**config.mk**
```make
export PLATFORM = sky130hd
export DESIGN_NAME = mbc_ctrl
export DESIGN_NICKNAME = d
export VERILOG_FILES = /design/src/mbc_pkg.sv /design/src/mbc_comp_engine.sv /design/src/mbc_tx_loop.sv /design/src/mbc_ctrl.sv
export SDC_FILE = /design/constraint.sdc
export NUM_CORES = 1
export LEC_CHECK = 0
export BUFFER_PORTS_ARGS = -buffer_cell sky130_fd_sc_hd__buf_2
export CAP_MARGIN = 20
export CORE_AREA = 3 3 123 125
export CTS_CLUSTER_DIAMETER = 100
export DETAILED_ROUTE_END_ITERATION = 10
export DIE_AREA = 0 0 126 128
export GPL_ROUTABILITY_DRIVEN = 0
export SETUP_SLACK_MARGIN = 0.1
export SKIP_CTS_REPAIR_TIMING = 1
export SLEW_MARGIN = 20
export SYNTH_ARGS = -nofsm -noshare
export SYNTH_HDL_FRONTEND = slang
export SYNTH_SLANG_ARGS = --single-unit
```
**constraint.sdc**
```tcl
create_clock -name aclk -period 1.7 [get_ports aclk]
set_input_delay 0.425 -clock aclk [delete_from_list [all_inputs] [get_ports aclk]]
set_output_delay 0.425 -clock aclk [all_outputs]
set_load 0.03 [all_outputs]
```
**src/mbc_pkg.sv**
```systemverilog
package mbc_pkg;

  // ----------------------------------------
  // register map (byte addresses)
  // ----------------------------------------
  localparam logic [7:0] COMP_CTRL_OFF = 8'h98;
  localparam logic [7:0] LOOP_CTRL_OFF = 8'h9C;
  localparam logic [7:0] RX_DELAY_OFF = 8'hB0;

  // ----------------------------------------
  // field layout
  // ----------------------------------------
  localparam int CODE_W = 3;
  localparam int VOVR_BIT = 31;
  localparam int VP_LSB = 20;
  localparam int VN_LSB = 16;
  localparam int HOVR_BIT = 15;
  localparam int HP_LSB = 4;
  localparam int HN_LSB = 0;
  localparam int TXDIS_BIT = 15;
  localparam int RX_TAP_LSB = 0;
  localparam int TX_LOCK_BIT = 8;
  localparam int RX_BYP_BIT = 9;
  localparam int RX_TAPS = 8;

  // ----------------------------------------
  // reset values and responses
  // ----------------------------------------
  localparam logic [CODE_W-1:0] COMP_CODE_RST = 3'h4;
  localparam logic [CODE_W-1:0] RX_TAP_RST = 3'h0;
  localparam logic [1:0] RESP_OKAY = 2'h0;
  localparam logic [1:0] RESP_SLVERR = 2'h2;

  // ----------------------------------------
  // timing
  // ----------------------------------------
  localparam int CLK_MHZ = 50;
  localparam int MCLK_LOW_MHZ = 100;
  localparam int MCLK_HIGH_MHZ = 133;
  localparam int TAP_SLOW_PS = 200;
  localparam int TAP_FAST_PS = 80;
  localparam int RX_SPAN_SLOW_PS = TAP_SLOW_PS * (RX_TAPS - 1);
  localparam int LOCK_TIME_NS = 1000;
  localparam int LOCK_CYCLES = (LOCK_TIME_NS * CLK_MHZ + 999) / 1000;
  localparam int COMP_TIME_NS = 640;
  localparam int COMP_CYCLES = (COMP_TIME_NS * CLK_MHZ) / 1000;

  // ----------------------------------------
  // types
  // ----------------------------------------
  typedef struct packed {
    logic [CODE_W-1:0] p;
    logic [CODE_W-1:0] n;
  } mbc_codes_s;

  typedef enum logic [1:0] {
    LOOP_OFF = 2'b00,
    LOOP_LOCKING = 2'b01,
    LOOP_LOCKED = 2'b10
  } mbc_loop_e;

endpackage

```
**src/mbc_comp_engine.sv**
```systemverilog
`timescale 1ns/1ps
module mbc_comp_engine import mbc_pkg::*; #(
  parameter int PERIOD = COMP_CYCLES
) (
  input wire logic aclk, // clock
  input wire logic aresetn, // sync reset, active low
  input wire logic ce, // clock enable
  input wire logic run, // automatic update allowed
  input wire logic sense_p_weak, // pull-up comparator: too weak
  input wire logic sense_n_weak, // pull-down comparator: too weak
  output mbc_codes_s codes // live compensation codes
);

  localparam int CW = $clog2(PERIOD + 1);

  // ----------------------------------------
  // elaboration checks
  // ----------------------------------------
  if (PERIOD < 1) begin : g_chk
    $error("mbc_comp_engine: PERIOD must be at least 1");
  end

  logic [CW-1:0] tick_cnt_q;
  logic tick;

  assign tick = (tick_cnt_q == CW'(PERIOD - 1));

  // update interval; held at zero while not running so a resume starts a full period
  always_ff @(posedge aclk) begin
    if (!aresetn) begin
      tick_cnt_q <= '0;
    end else if (ce) begin
      if (!run || tick) begin
        tick_cnt_q <= '0;
      end else begin
        tick_cnt_q <= tick_cnt_q + 1'b1;
      end
    end
  end

  // saturating one-step walk toward the comparator trip point
  always_ff @(posedge aclk) begin
    if (!aresetn) begin
      codes <= '{p: COMP_CODE_RST, n: COMP_CODE_RST};
    end else if (ce && run && tick) begin
      if (sense_p_weak && codes.p != '1) begin
        codes.p <= codes.p + 1'b1;
      end else if (!sense_p_weak && codes.p != '0) begin
        codes.p <= codes.p - 1'b1;
      end
      if (sense_n_weak && codes.n != '1) begin
        codes.n <= codes.n + 1'b1;
      end else if (!sense_n_weak && codes.n != '0) begin
        codes.n <= codes.n - 1'b1;
      end
    end
  end

endmodule // mbc_comp_engine

```
**src/mbc_tx_loop.sv**
```systemverilog
`timescale 1ns/1ps
module mbc_tx_loop import mbc_pkg::*; #(
  parameter int LOCK = LOCK_CYCLES
) (
  input wire logic aclk, // clock
  input wire logic aresetn, // sync reset, active low
  input wire logic ce, // clock enable
  input wire logic loop_disable, // 1 = disable and bypass
  output logic loop_enable, // loop powered and tracking
  output logic loop_bypass, // clock passes undelayed
  output logic loop_locked // early clock valid
);

  localparam int CW = $clog2(LOCK + 1);

  // ----------------------------------------
  // elaboration checks
  // ----------------------------------------
  if (LOCK < 1) begin : g_chk
    $error("mbc_tx_loop: LOCK must be at least 1");
  end

  mbc_loop_e state_q;
  logic [CW-1:0] lock_cnt_q;

  // loop sequencing: reset lands in locking, so the early clock comes up unasked
  always_ff @(posedge aclk) begin
    if (!aresetn) begin
      state_q <= LOOP_LOCKING;
      lock_cnt_q <= '0;
    end else if (ce) begin
      unique case (state_q)
        LOOP_OFF: begin
          lock_cnt_q <= '0;
          if (!loop_disable) begin
            state_q <= LOOP_LOCKING;
          end
        end
        LOOP_LOCKING: begin
          if (loop_disable) begin
            state_q <= LOOP_OFF;
          end else if (lock_cnt_q == CW'(LOCK - 1)) begin
            state_q <= LOOP_LOCKED;
          end else begin
            lock_cnt_q <= lock_cnt_q + 1'b1;
          end
        end
        LOOP_LOCKED: begin
          if (loop_disable) begin
            state_q <= LOOP_OFF;
          end
        end
        default: begin
          state_q <= LOOP_OFF;
        end
      endcase
    end
  end

  // registered status toward the clock tree and software
  always_ff @(posedge aclk) begin
    if (!aresetn) begin
      loop_enable <= 1'b1;
      loop_bypass <= 1'b0;
      loop_locked <= 1'b0;
    end else if (ce) begin
      loop_enable <= !loop_disable;
      loop_bypass <= loop_disable;
      loop_locked <= !loop_disable && (state_q == LOOP_LOCKED);
    end
  end

endmodule // mbc_tx_loop

```
**src/mbc_ctrl.sv**
```systemverilog
`timescale 1ns/1ps
module mbc_ctrl import mbc_pkg::*; #(
  parameter int ADDR_W = 12,
  parameter int COMP_PERIOD = COMP_CYCLES,
  parameter int LOCK = LOCK_CYCLES
) (
  input wire logic aclk, // clock, 50 MHz
  input wire logic aresetn, // sync reset, active low
  input wire logic ce, // clock enable, freezes all state
  input wire logic [ADDR_W-1:0] awaddr, // write address
  input wire logic [2:0] awprot, // unused protection
  input wire logic awvalid, // write address valid
  output logic awready, // write address ready
  input wire logic [31:0] wdata, // write data
  input wire logic [3:0] wstrb, // byte strobes
  input wire logic wvalid, // write data valid
  output logic wready, // write data ready
  output logic [1:0] bresp, // write response
  output logic bvalid, // write response valid
  input wire logic bready, // write response ready
  input wire logic [ADDR_W-1:0] araddr, // read address
  input wire logic [2:0] arprot, // unused protection
  input wire logic arvalid, // read address valid
  output logic arready, // read address ready
  output logic [31:0] rdata, // read data
  output logic [1:0] rresp, // read response
  output logic rvalid, // read data valid
  input wire logic rready, // read data ready
  input wire logic vert_sense_p_weak, // vertical pull-up comparator
  input wire logic vert_sense_n_weak, // vertical pull-down comparator
  input wire logic horiz_sense_p_weak, // horizontal pull-up comparator
  input wire logic horiz_sense_n_weak, // horizontal pull-down comparator
  output mbc_codes_s vert_codes, // codes to vertical buffers
  output mbc_codes_s horiz_codes, // codes to horizontal buffers
  output logic tx_loop_enable, // transmit loop running
  output logic tx_loop_bypass, // transmit loop bypassed
  output logic tx_loop_locked, // early memory clock valid
  output logic rx_loop_bypass, // receive loop bypassed, always 1
  output logic [CODE_W-1:0] rx_tap_sel // receive delay chain tap
);

  // ----------------------------------------
  // elaboration checks
  // ----------------------------------------
  if (ADDR_W < 8) begin : g_chk_addr
    $error("mbc_ctrl: ADDR_W must cover the register map");
  end
  if (RX_TAPS != (1 << CODE_W)) begin : g_chk_taps
    $error("mbc_ctrl: tap select width does not match tap count");
  end

  // ----------------------------------------
  // register state
  // ----------------------------------------
  // index 0 is the vertical orientation, index 1 the horizontal one
  logic [1:0] ovr_q;
  mbc_codes_s sw_q [2];
  mbc_codes_s live [2];
  mbc_codes_s shown [2];
  logic [1:0] sense_p;
  logic [1:0] sense_n;
  logic tx_dis_q;
  logic [CODE_W-1:0] rx_tap_q;

  // ----------------------------------------
  // bus state
  // ----------------------------------------
  logic aw_have_q;
  logic w_have_q;
  logic [ADDR_W-1:0] wr_addr_q;
  logic [31:0] wr_data_q;
  logic [3:0] wr_strb_q;
  logic wr_fire;
  logic wr_comp;
  logic wr_loop;
  logic wr_rx;
  logic wr_hit;
  logic [31:0] rd_word;
  logic rd_hit;
  logic [31:0] comp_word;
  logic [31:0] loop_word;
  logic [31:0] rx_word;

  assign sense_p = {horiz_sense_p_weak, vert_sense_p_weak};
  assign sense_n = {horiz_sense_n_weak, vert_sense_n_weak};

  // ----------------------------------------
  // write channels
  // ----------------------------------------
  // address and data are parked independently, so either may arrive first
  always_ff @(posedge aclk) begin
    if (!aresetn) begin
      aw_have_q <= 1'b0;
      awready <= 1'b1;
      wr_addr_q <= '0;
    end else if (ce) begin
      if (awvalid && awready) begin
        aw_have_q <= 1'b1;
        awready <= 1'b0;
        wr_addr_q <= awaddr;
      end else if (bvalid && bready) begin
        aw_have_q <= 1'b0;
        awready <= 1'b1;
      end
    end
  end

  // write data holding register
  always_ff @(posedge aclk) begin
    if (!aresetn) begin
      w_have_q <= 1'b0;
      wready <= 1'b1;
      wr_data_q <= '0;
      wr_strb_q <= '0;
    end else if (ce) begin
      if (wvalid && wready) begin
        w_have_q <= 1'b1;
        wready <= 1'b0;
        wr_data_q <= wdata;
        wr_strb_q <= wstrb;
      end else if (bvalid && bready) begin
        w_have_q <= 1'b0;
        wready <= 1'b1;
      end
    end
  end

  // one commit per pair; bvalid blocks a second commit of the same pair
  assign wr_fire = aw_have_q && w_have_q && !bvalid;
  assign wr_comp = wr_fire && (wr_addr_q == ADDR_W'(COMP_CTRL_OFF));
  assign wr_loop = wr_fire && (wr_addr_q == ADDR_W'(LOOP_CTRL_OFF));
  assign wr_rx = wr_fire && (wr_addr_q == ADDR_W'(RX_DELAY_OFF));
  assign wr_hit = wr_comp || wr_loop || wr_rx;

  // write response; unmapped addresses answer slverr and change nothing
  always_ff @(posedge aclk) begin
    if (!aresetn) begin
      bvalid <= 1'b0;
      bresp <= RESP_OKAY;
    end else if (ce) begin
      if (wr_fire) begin
        bvalid <= 1'b1;
        bresp <= wr_hit ? RESP_OKAY : RESP_SLVERR;
      end else if (bvalid && bready) begin
        bvalid <= 1'b0;
      end
    end
  end

  // ----------------------------------------
  // compensation per orientation
  // ----------------------------------------
  for (genvar i = 0; i < 2; i++) begin : g_orient
    localparam int OVR = (i == 0) ? VOVR_BIT : HOVR_BIT;
    localparam int PL = (i == 0) ? VP_LSB : HP_LSB;
    localparam int NL = (i == 0) ? VN_LSB : HN_LSB;
    logic code_we;

    // automatic walk only while the override bit is clear
    mbc_comp_engine #(
      .PERIOD(COMP_PERIOD)
    ) u_engine (
      .aclk(aclk),
      .aresetn(aresetn),
      .ce(ce),
      .run(!ovr_q[i]),
      .sense_p_weak(sense_p[i]),
      .sense_n_weak(sense_n[i]),
      .codes(live[i])
    );

    // override bit, reset clear so compensation starts at once
    always_ff @(posedge aclk) begin
      if (!aresetn) begin
        ovr_q[i] <= 1'b0;
      end else if (ce && wr_comp && wr_strb_q[OVR / 8]) begin
        ovr_q[i] <= wr_data_q[OVR];
      end
    end

    // codes accept writes only while override was already set before this write
    assign code_we = wr_comp && ovr_q[i] && wr_strb_q[PL / 8];

    // shadow follows the live value, so entering override keeps the last result
    always_ff @(posedge aclk) begin
      if (!aresetn) begin
        sw_q[i] <= '{p: COMP_CODE_RST, n: COMP_CODE_RST};
      end else if (ce) begin
        if (!ovr_q[i]) begin
          sw_q[i] <= live[i];
        end else if (code_we) begin
          sw_q[i].p <= wr_data_q[PL +: CODE_W];
          sw_q[i].n <= wr_data_q[NL +: CODE_W];
        end
      end
    end

    // what software reads and what the buffers get
    assign shown[i] = ovr_q[i] ? sw_q[i] : live[i];
  end

  // buffer drive, registered at the top boundary
  always_ff @(posedge aclk) begin
    if (!aresetn) begin
      vert_codes <= '{p: COMP_CODE_RST, n: COMP_CODE_RST};
      horiz_codes <= '{p: COMP_CODE_RST, n: COMP_CODE_RST};
    end else if (ce) begin
      vert_codes <= shown[0];
      horiz_codes <= shown[1];
    end
  end

  // ----------------------------------------
  // clock loop control
  // ----------------------------------------
  // transmit loop disable bit, reset clear so the early clock runs
  always_ff @(posedge aclk) begin
    if (!aresetn) begin
      tx_dis_q <= 1'b0;
    end else if (ce && wr_loop && wr_strb_q[TXDIS_BIT / 8]) begin
      tx_dis_q <= wr_data_q[TXDIS_BIT];
    end
  end

  // the transmit loop advances the memory clock for write setup margin
  mbc_tx_loop #(
    .LOCK(LOCK)
  ) u_tx_loop (
    .aclk(aclk),
    .aresetn(aresetn),
    .ce(ce),
    .loop_disable(tx_dis_q),
    .loop_enable(tx_loop_enable),
    .loop_bypass(tx_loop_bypass),
    .loop_locked(tx_loop_locked)
  );

  // receive tap: each step adds one chain delay, lagging the read clock
  always_ff @(posedge aclk) begin
    if (!aresetn) begin
      rx_tap_q <= RX_TAP_RST;
    end else if (ce && wr_rx && wr_strb_q[RX_TAP_LSB / 8]) begin
      rx_tap_q <= wr_data_q[RX_TAP_LSB +: CODE_W];
    end
  end

  // receive loop never engages; only the tapped chain sets the delay
  always_ff @(posedge aclk) begin
    if (!aresetn) begin
      rx_loop_bypass <= 1'b1;
      rx_tap_sel <= RX_TAP_RST;
    end else if (ce) begin
      rx_loop_bypass <= 1'b1;
      rx_tap_sel <= rx_tap_q;
    end
  end

  // ----------------------------------------
  // read data
  // ----------------------------------------
  // unlisted bit positions stay zero in every word
  always_comb begin
    comp_word = '0;
    comp_word[VOVR_BIT] = ovr_q[0];
    comp_word[VP_LSB +: CODE_W] = shown[0].p;
    comp_word[VN_LSB +: CODE_W] = shown[0].n;
    comp_word[HOVR_BIT] = ovr_q[1];
    comp_word[HP_LSB +: CODE_W] = shown[1].p;
    comp_word[HN_LSB +: CODE_W] = shown[1].n;
    loop_word = '0;
    loop_word[TXDIS_BIT] = tx_dis_q;
    rx_word = '0;
    rx_word[RX_TAP_LSB +: CODE_W] = rx_tap_q;
    rx_word[TX_LOCK_BIT] = tx_loop_locked;
    rx_word[RX_BYP_BIT] = rx_loop_bypass;
  end

  // address decode for reads
  always_comb begin
    rd_hit = 1'b1;
    rd_word = '0;
    if (araddr == ADDR_W'(COMP_CTRL_OFF)) begin
      rd_word = comp_word;
    end else if (araddr == ADDR_W'(LOOP_CTRL_OFF)) begin
      rd_word = loop_word;
    end else if (araddr == ADDR_W'(RX_DELAY_OFF)) begin
      rd_word = rx_word;
    end else begin
      rd_hit = 1'b0;
    end
  end

  // read channel: data captured on the address edge, one read in flight
  always_ff @(posedge aclk) begin
    if (!aresetn) begin
      arready <= 1'b1;
      rvalid <= 1'b0;
      rdata <= '0;
      rresp <= RESP_OKAY;
    end else if (ce) begin
      if (arvalid && arready) begin
        arready <= 1'b0;
        rvalid <= 1'b1;
        rdata <= rd_word;
        rresp <= rd_hit ? RESP_OKAY : RESP_SLVERR;
      end else if (rvalid && rready) begin
        rvalid <= 1'b0;
        arready <= 1'b1;
      end
    end
  end

endmodule // mbc_ctrl

```
==> summary by stage <==
Global route
The first global-routing pass estimated 22.3 mm of wire. Entering global routing, the biggest net connects 34 pins. The via count of the first global-routing pass is ~4.6k. The initial antenna violation count is 0.

The total global-route track usage is 16.9%. The total overflow left after global routing is 0.

Clocking
Clock tree synthesis selected as its root buffer the cell sky130_fd_sc_hd__clkbuf_16. The number of clock buffers added by TritonCTS is 17. After clock tree synthesis, the clock-pin slew on the worst setup and hold paths is 0.05 ns. The clock tree buffer depth is 2.

The H-tree was split into 4 levels. For the worst-skew pair, the clock arrives at the later sink with an insertion delay of ~0.4 ns. The tree built by TritonCTS fans out to roughly 120 sinks.

TritonCTS built the clock tree.

Setup path
The highest cell delay on the worst timing path is 0.36 ns. The slowest stage of the critical path is the sky130_fd_sc_hd__dfxtp_4 cell. The number of cells on the worst reg-to-reg path is 6. Setup slack on the worst reg-to-reg path comes out at 0.01 ns. The top fanout value on the critical path is 5. Data arrives at the worst endpoint at 1.98 ns. In this run the critical register-to-register path is launched from g_orient[0].u_engine.codes[4]$_SDFFE_PN0P_. The signal on the critical path passes through nand3_2 > nand2_2 > fa_2 > a21o_1 > a211oi_4 > mux2_4. The class of the most critical setup path is flip-flop to flip-flop. In this run the critical register-to-register path is captured at g_orient[0].u_engine.codes[5]$_SDFFE_PN1P_.

The kind of capture point of the worst setup path is a flip-flop. The required time of the critical path is 1.99 ns. The number of buffers and inverters on the critical path is 0. The kind of launch point of the worst setup path is a flip-flop. Grouping stages by cell kind, the critical path spends the most delay in compound AO/OA/AOI/OAI gates.

Synthesis
The flip-flop and latch count after synthesis is roughly 120. Synthesis produced a netlist whose cell count is approximately 630. During synthesis, Yosys emitted a total of 0 warnings. The post-synthesis sequential area ratio is 46.2%. After synthesis the cells add up to 5590 µm². The number of distinct library cells after synthesis is 64. The share of flip-flops with an asynchronous set or reset after synthesis is 0%.

The count of flip-flops with a built-in enable after synthesis is 12. Among all flip-flop cells after synthesis, the most frequent one is sky130_fd_sc_hd__dfxtp_1. Dividing the synthesized area by the synthesized cell count gives 8.93 µm².

Cells and area
The fill cell instance count of the final layout is 1292. The area taken by flip-flops and latches is between 2000 and 3000 µm². In the final design database the tool counted around 860 nets. For this run, the number of standard cells in the final layout without fillers is 968.

The leading cell type in the layout, fill and taps excluded is sky130_fd_sc_hd__nand2_1. Summing all non-filler instances in the final layout gives an area of 7360 µm². In the final layout, the share of cells above drive strength 1 is between 30% and 40%. At the end of the flow the core is filled with cells to between 50 and 60%. Summing all multi-input logic gate instances after layout gives 2920 µm². The antenna diode instance count is 0.

In the layout the commonest cells are sky130_fd_sc_hd__nand2_1, sky130_fd_sc_hd__dfxtp_1, sky130_fd_sc_hd__buf_2, sky130_fd_sc_hd__buf_4, sky130_fd_sc_hd__a21oi_1. From synthesis to final layout, the design area changed by 31.7%.

Detailed routing
The uppermost metal layer occupied by signal nets is met4. The met3 routed wirelength is 804 µm. After detailed routing, the number of vias per cell comes to 5.00.

For this run, design rule violations remaining after detail routing come to 0. The iteration-0 DRC count of the detailed router is around 250. The detailed router put a total of 6.60 mm of wire on met1.

The remaining antenna violation count after routing is 0. The amount of wire on met2 after detailed routing is between 6 and 7 mm. For this run, the detailed router's first-pass iteration total came to 4.

The average detailed-routed wire length per instance is approximately 14 µm. The routed via count is 4842. The final wirelength is 13.8 mm.

Timing
The routed design could run at a clock period as short as 1.69 ns. Setup repair after global routing could not meet its margin everywhere. The clock arrives with 0.00698 ns of skew. The slew at the pin closest to its max-slew limit is 0.491 ns. The relative slew slack is 67.0%. Static timing analysis puts the maximum clock frequency at between 500 and 600 MHz. The hold violation total from the final report is 0. The final critical path takes up 99.3% of the cycle. The max-slew violation count was 0. The setup violation total in the final timing report is 0.

Die
The width of the die is 126 µm. 138 I/O pins were placed. The core region is 14000 µm².

The die footprint is roughly 16000 µm². The chip height is roughly 130 µm. Row generation in the floorplan step produced 43 rows. The initial utilization of the core area, before any placement, comes to 40.0%.

Job
The max-capacitance violation count is 0.

Placement
Once placement completed, the tool counted placed cells totaling 919. After detailed placement, the total cell area comes to 6560 µm². The half-perimeter wire length after placement is between 10 and 15 mm. During placement, the flow inserted port buffers numbering 94.

Power
The clock share of power is 46.3%. The net switching power is roughly 1600 µW. The sequential group share of total power is 45.5%.

The leakage power of the design is 0.00301 µW. The proportion of power drawn by combinational gates is 8.2%. The power per unit of standard cell area is 912 nW/µm².

The maximum vdd drop is 0.628 mV. The share of total power consumed by net switching is 23.3%. The internal portion of the total power is 5150 µW.

Outcome
The flow ran to the end, and the final reports show no timing, DRC or antenna violations.

Worst hold path
The worst hold path stage count is 3. The tightest min-delay check is of the primary input to flip-flop type. The worst hold path terminates at wr_addr_q[6]$_SDFFE_PN0P_. The worst hold path begins at awaddr[6].
==> layout make-up <==
cell class	instances	area share, %
Tap cell	180	3.06
Clock buffer	26	6.64
Timing Repair Buffer	165	14.5
Inverter	10	0.510
Multi-Input combinational cell	461	39.6
Sequential cell	123	35.5
Clock inverter	3	0.204
==> state kept, by name, summed over array words and instances (netlist names), 2 cells and up <==
| register | flops |
|---|---|
| rdata | 16 |
| wr_addr_q | 12 |
| u_tx_loop.state_q | 2 |
| g_orient.u_engine.tick_cnt_q | 12 |
| wr_data_q | 14 |
| u_tx_loop.lock_cnt_q | 6 |
| vert_codes | 6 |
| g_orient.u_engine.codes | 12 |
| wr_strb_q | 4 |
| rx_tap_q | 3 |
| horiz_codes | 6 |
| rx_tap_sel | 3 |
| comp_word | 2 |
| sw_q | 12 |
==> worst min-delay path, cell delays in order <==
cell and delay [ns]:
sky130_fd_sc_hd__buf_2 0.10, sky130_fd_sc_hd__nand2_1 0.04, sky130_fd_sc_hd__a21oi_1 0.05
==> power by group through the flow <==
stage / clock network, µW / registers (µW) / logic, µW
floorplan: 0 / 3140 / 333
global placement: 0 / 3110 / 530
detailed placement: 0 / 3120 / 542
CTS: 3170 / 3060 / 544
global route: 3290 / 3060 / 607
finish: 3110 / 3060 / 552
==> logic make-up after synthesis <==
kind of cell	after synthesis	synth area share, %
other cells	2	0.134
fa+ha+maj	8	2.33
xor+xnor	8	1.25
simple gates	259	24.1
compound gates	139	15.0
buf+inv	59	5.73
flops	123	46.2
mux	28	5.28
==> synthesized netlist by cell type (all sizes together) (4+ instances only) <==
cell | n | area (µm²)
nand2 | 116 | 435
dfxtp | 111 | 2220
a21oi | 62 | 310
nor2 | 46 | 173
buf | 36 | 234
o21ai | 36 | 188
mux2i | 22 | 220
nand3 | 19 | 120
clkbuf | 13 | 48.8
edfxtp | 12 | 360
a211oi | 10 | 85.1
a22o | 10 | 87.6
inv | 9 | 33.8
and3 | 8 | 50.1
nand2b | 8 | 50.1
nand3b | 8 | 63.8
nor2b | 7 | 43.8
nor3 | 7 | 68.8
xor2 | 7 | 61.3
mux2 | 6 | 75.1
or3 | 6 | 37.5
and2 | 5 | 31.3
nand4 | 5 | 46.3
a31oi | 4 | 25.0
and4 | 4 | 35.0
fa | 4 | 80.1
ha | 4 | 50.1
nor4 | 4 | 40.0
==> metrics by stage <==
| stage | worst slack [ns] | power [µW] | TNS [ns] | hold WS (ns) |
|---|---|---|---|---|
| floorplan | 0.0710 | 3470 | 0 | 0.431 |
| global placement | -0.0571 | 3640 | -0.877 | 0.437 |
| detailed placement | -0.0931 | 3660 | -1.91 | 0.447 |
| CTS | 0.00859 | 6770 | 0 | 0.236 |
| global route | -0.0473 | 6960 | -0.287 | 0.248 |
| finish | 0.0123 | 6720 | 0 | 0.256 |
==> worst max path at each step <==
stage | start | end | slack [ns] | cells past startpoint
5_1_grt | g_orient[1].u_engine.codes[0]$_SDFFE_PN0P_ | g_orient[1].u_engine.codes[2]$_SDFFE_PN1P_ | -0.05 | 7
2_1_floorplan | ce | sw_q[1][0]$_SDFFCE_PN0P_ | 0.07 | 5
6_report | g_orient[0].u_engine.codes[4]$_SDFFE_PN0P_ | g_orient[0].u_engine.codes[5]$_SDFFE_PN1P_ | 0.01 | 6
3_5_place_dp | ce | sw_q[0][1]$_DFFE_PP_ | -0.09 | 5
4_1_cts | g_orient[0].u_engine.codes[4]$_SDFFE_PN0P_ | g_orient[0].u_engine.codes[5]$_SDFFE_PN1P_ | 0.009 | 6
3_3_place_gp | ce | sw_q[0][1]$_DFFE_PP_ | -0.06 | 5
==> layer usage <==
metal	global-route usage, %	vias to the layer above
met4	5.49	0
met1	22.6	2246
li1	-	2455
met2	26.8	127
met5	0	-
met3	4.50	14
Power figures use the tool's default switching activity.
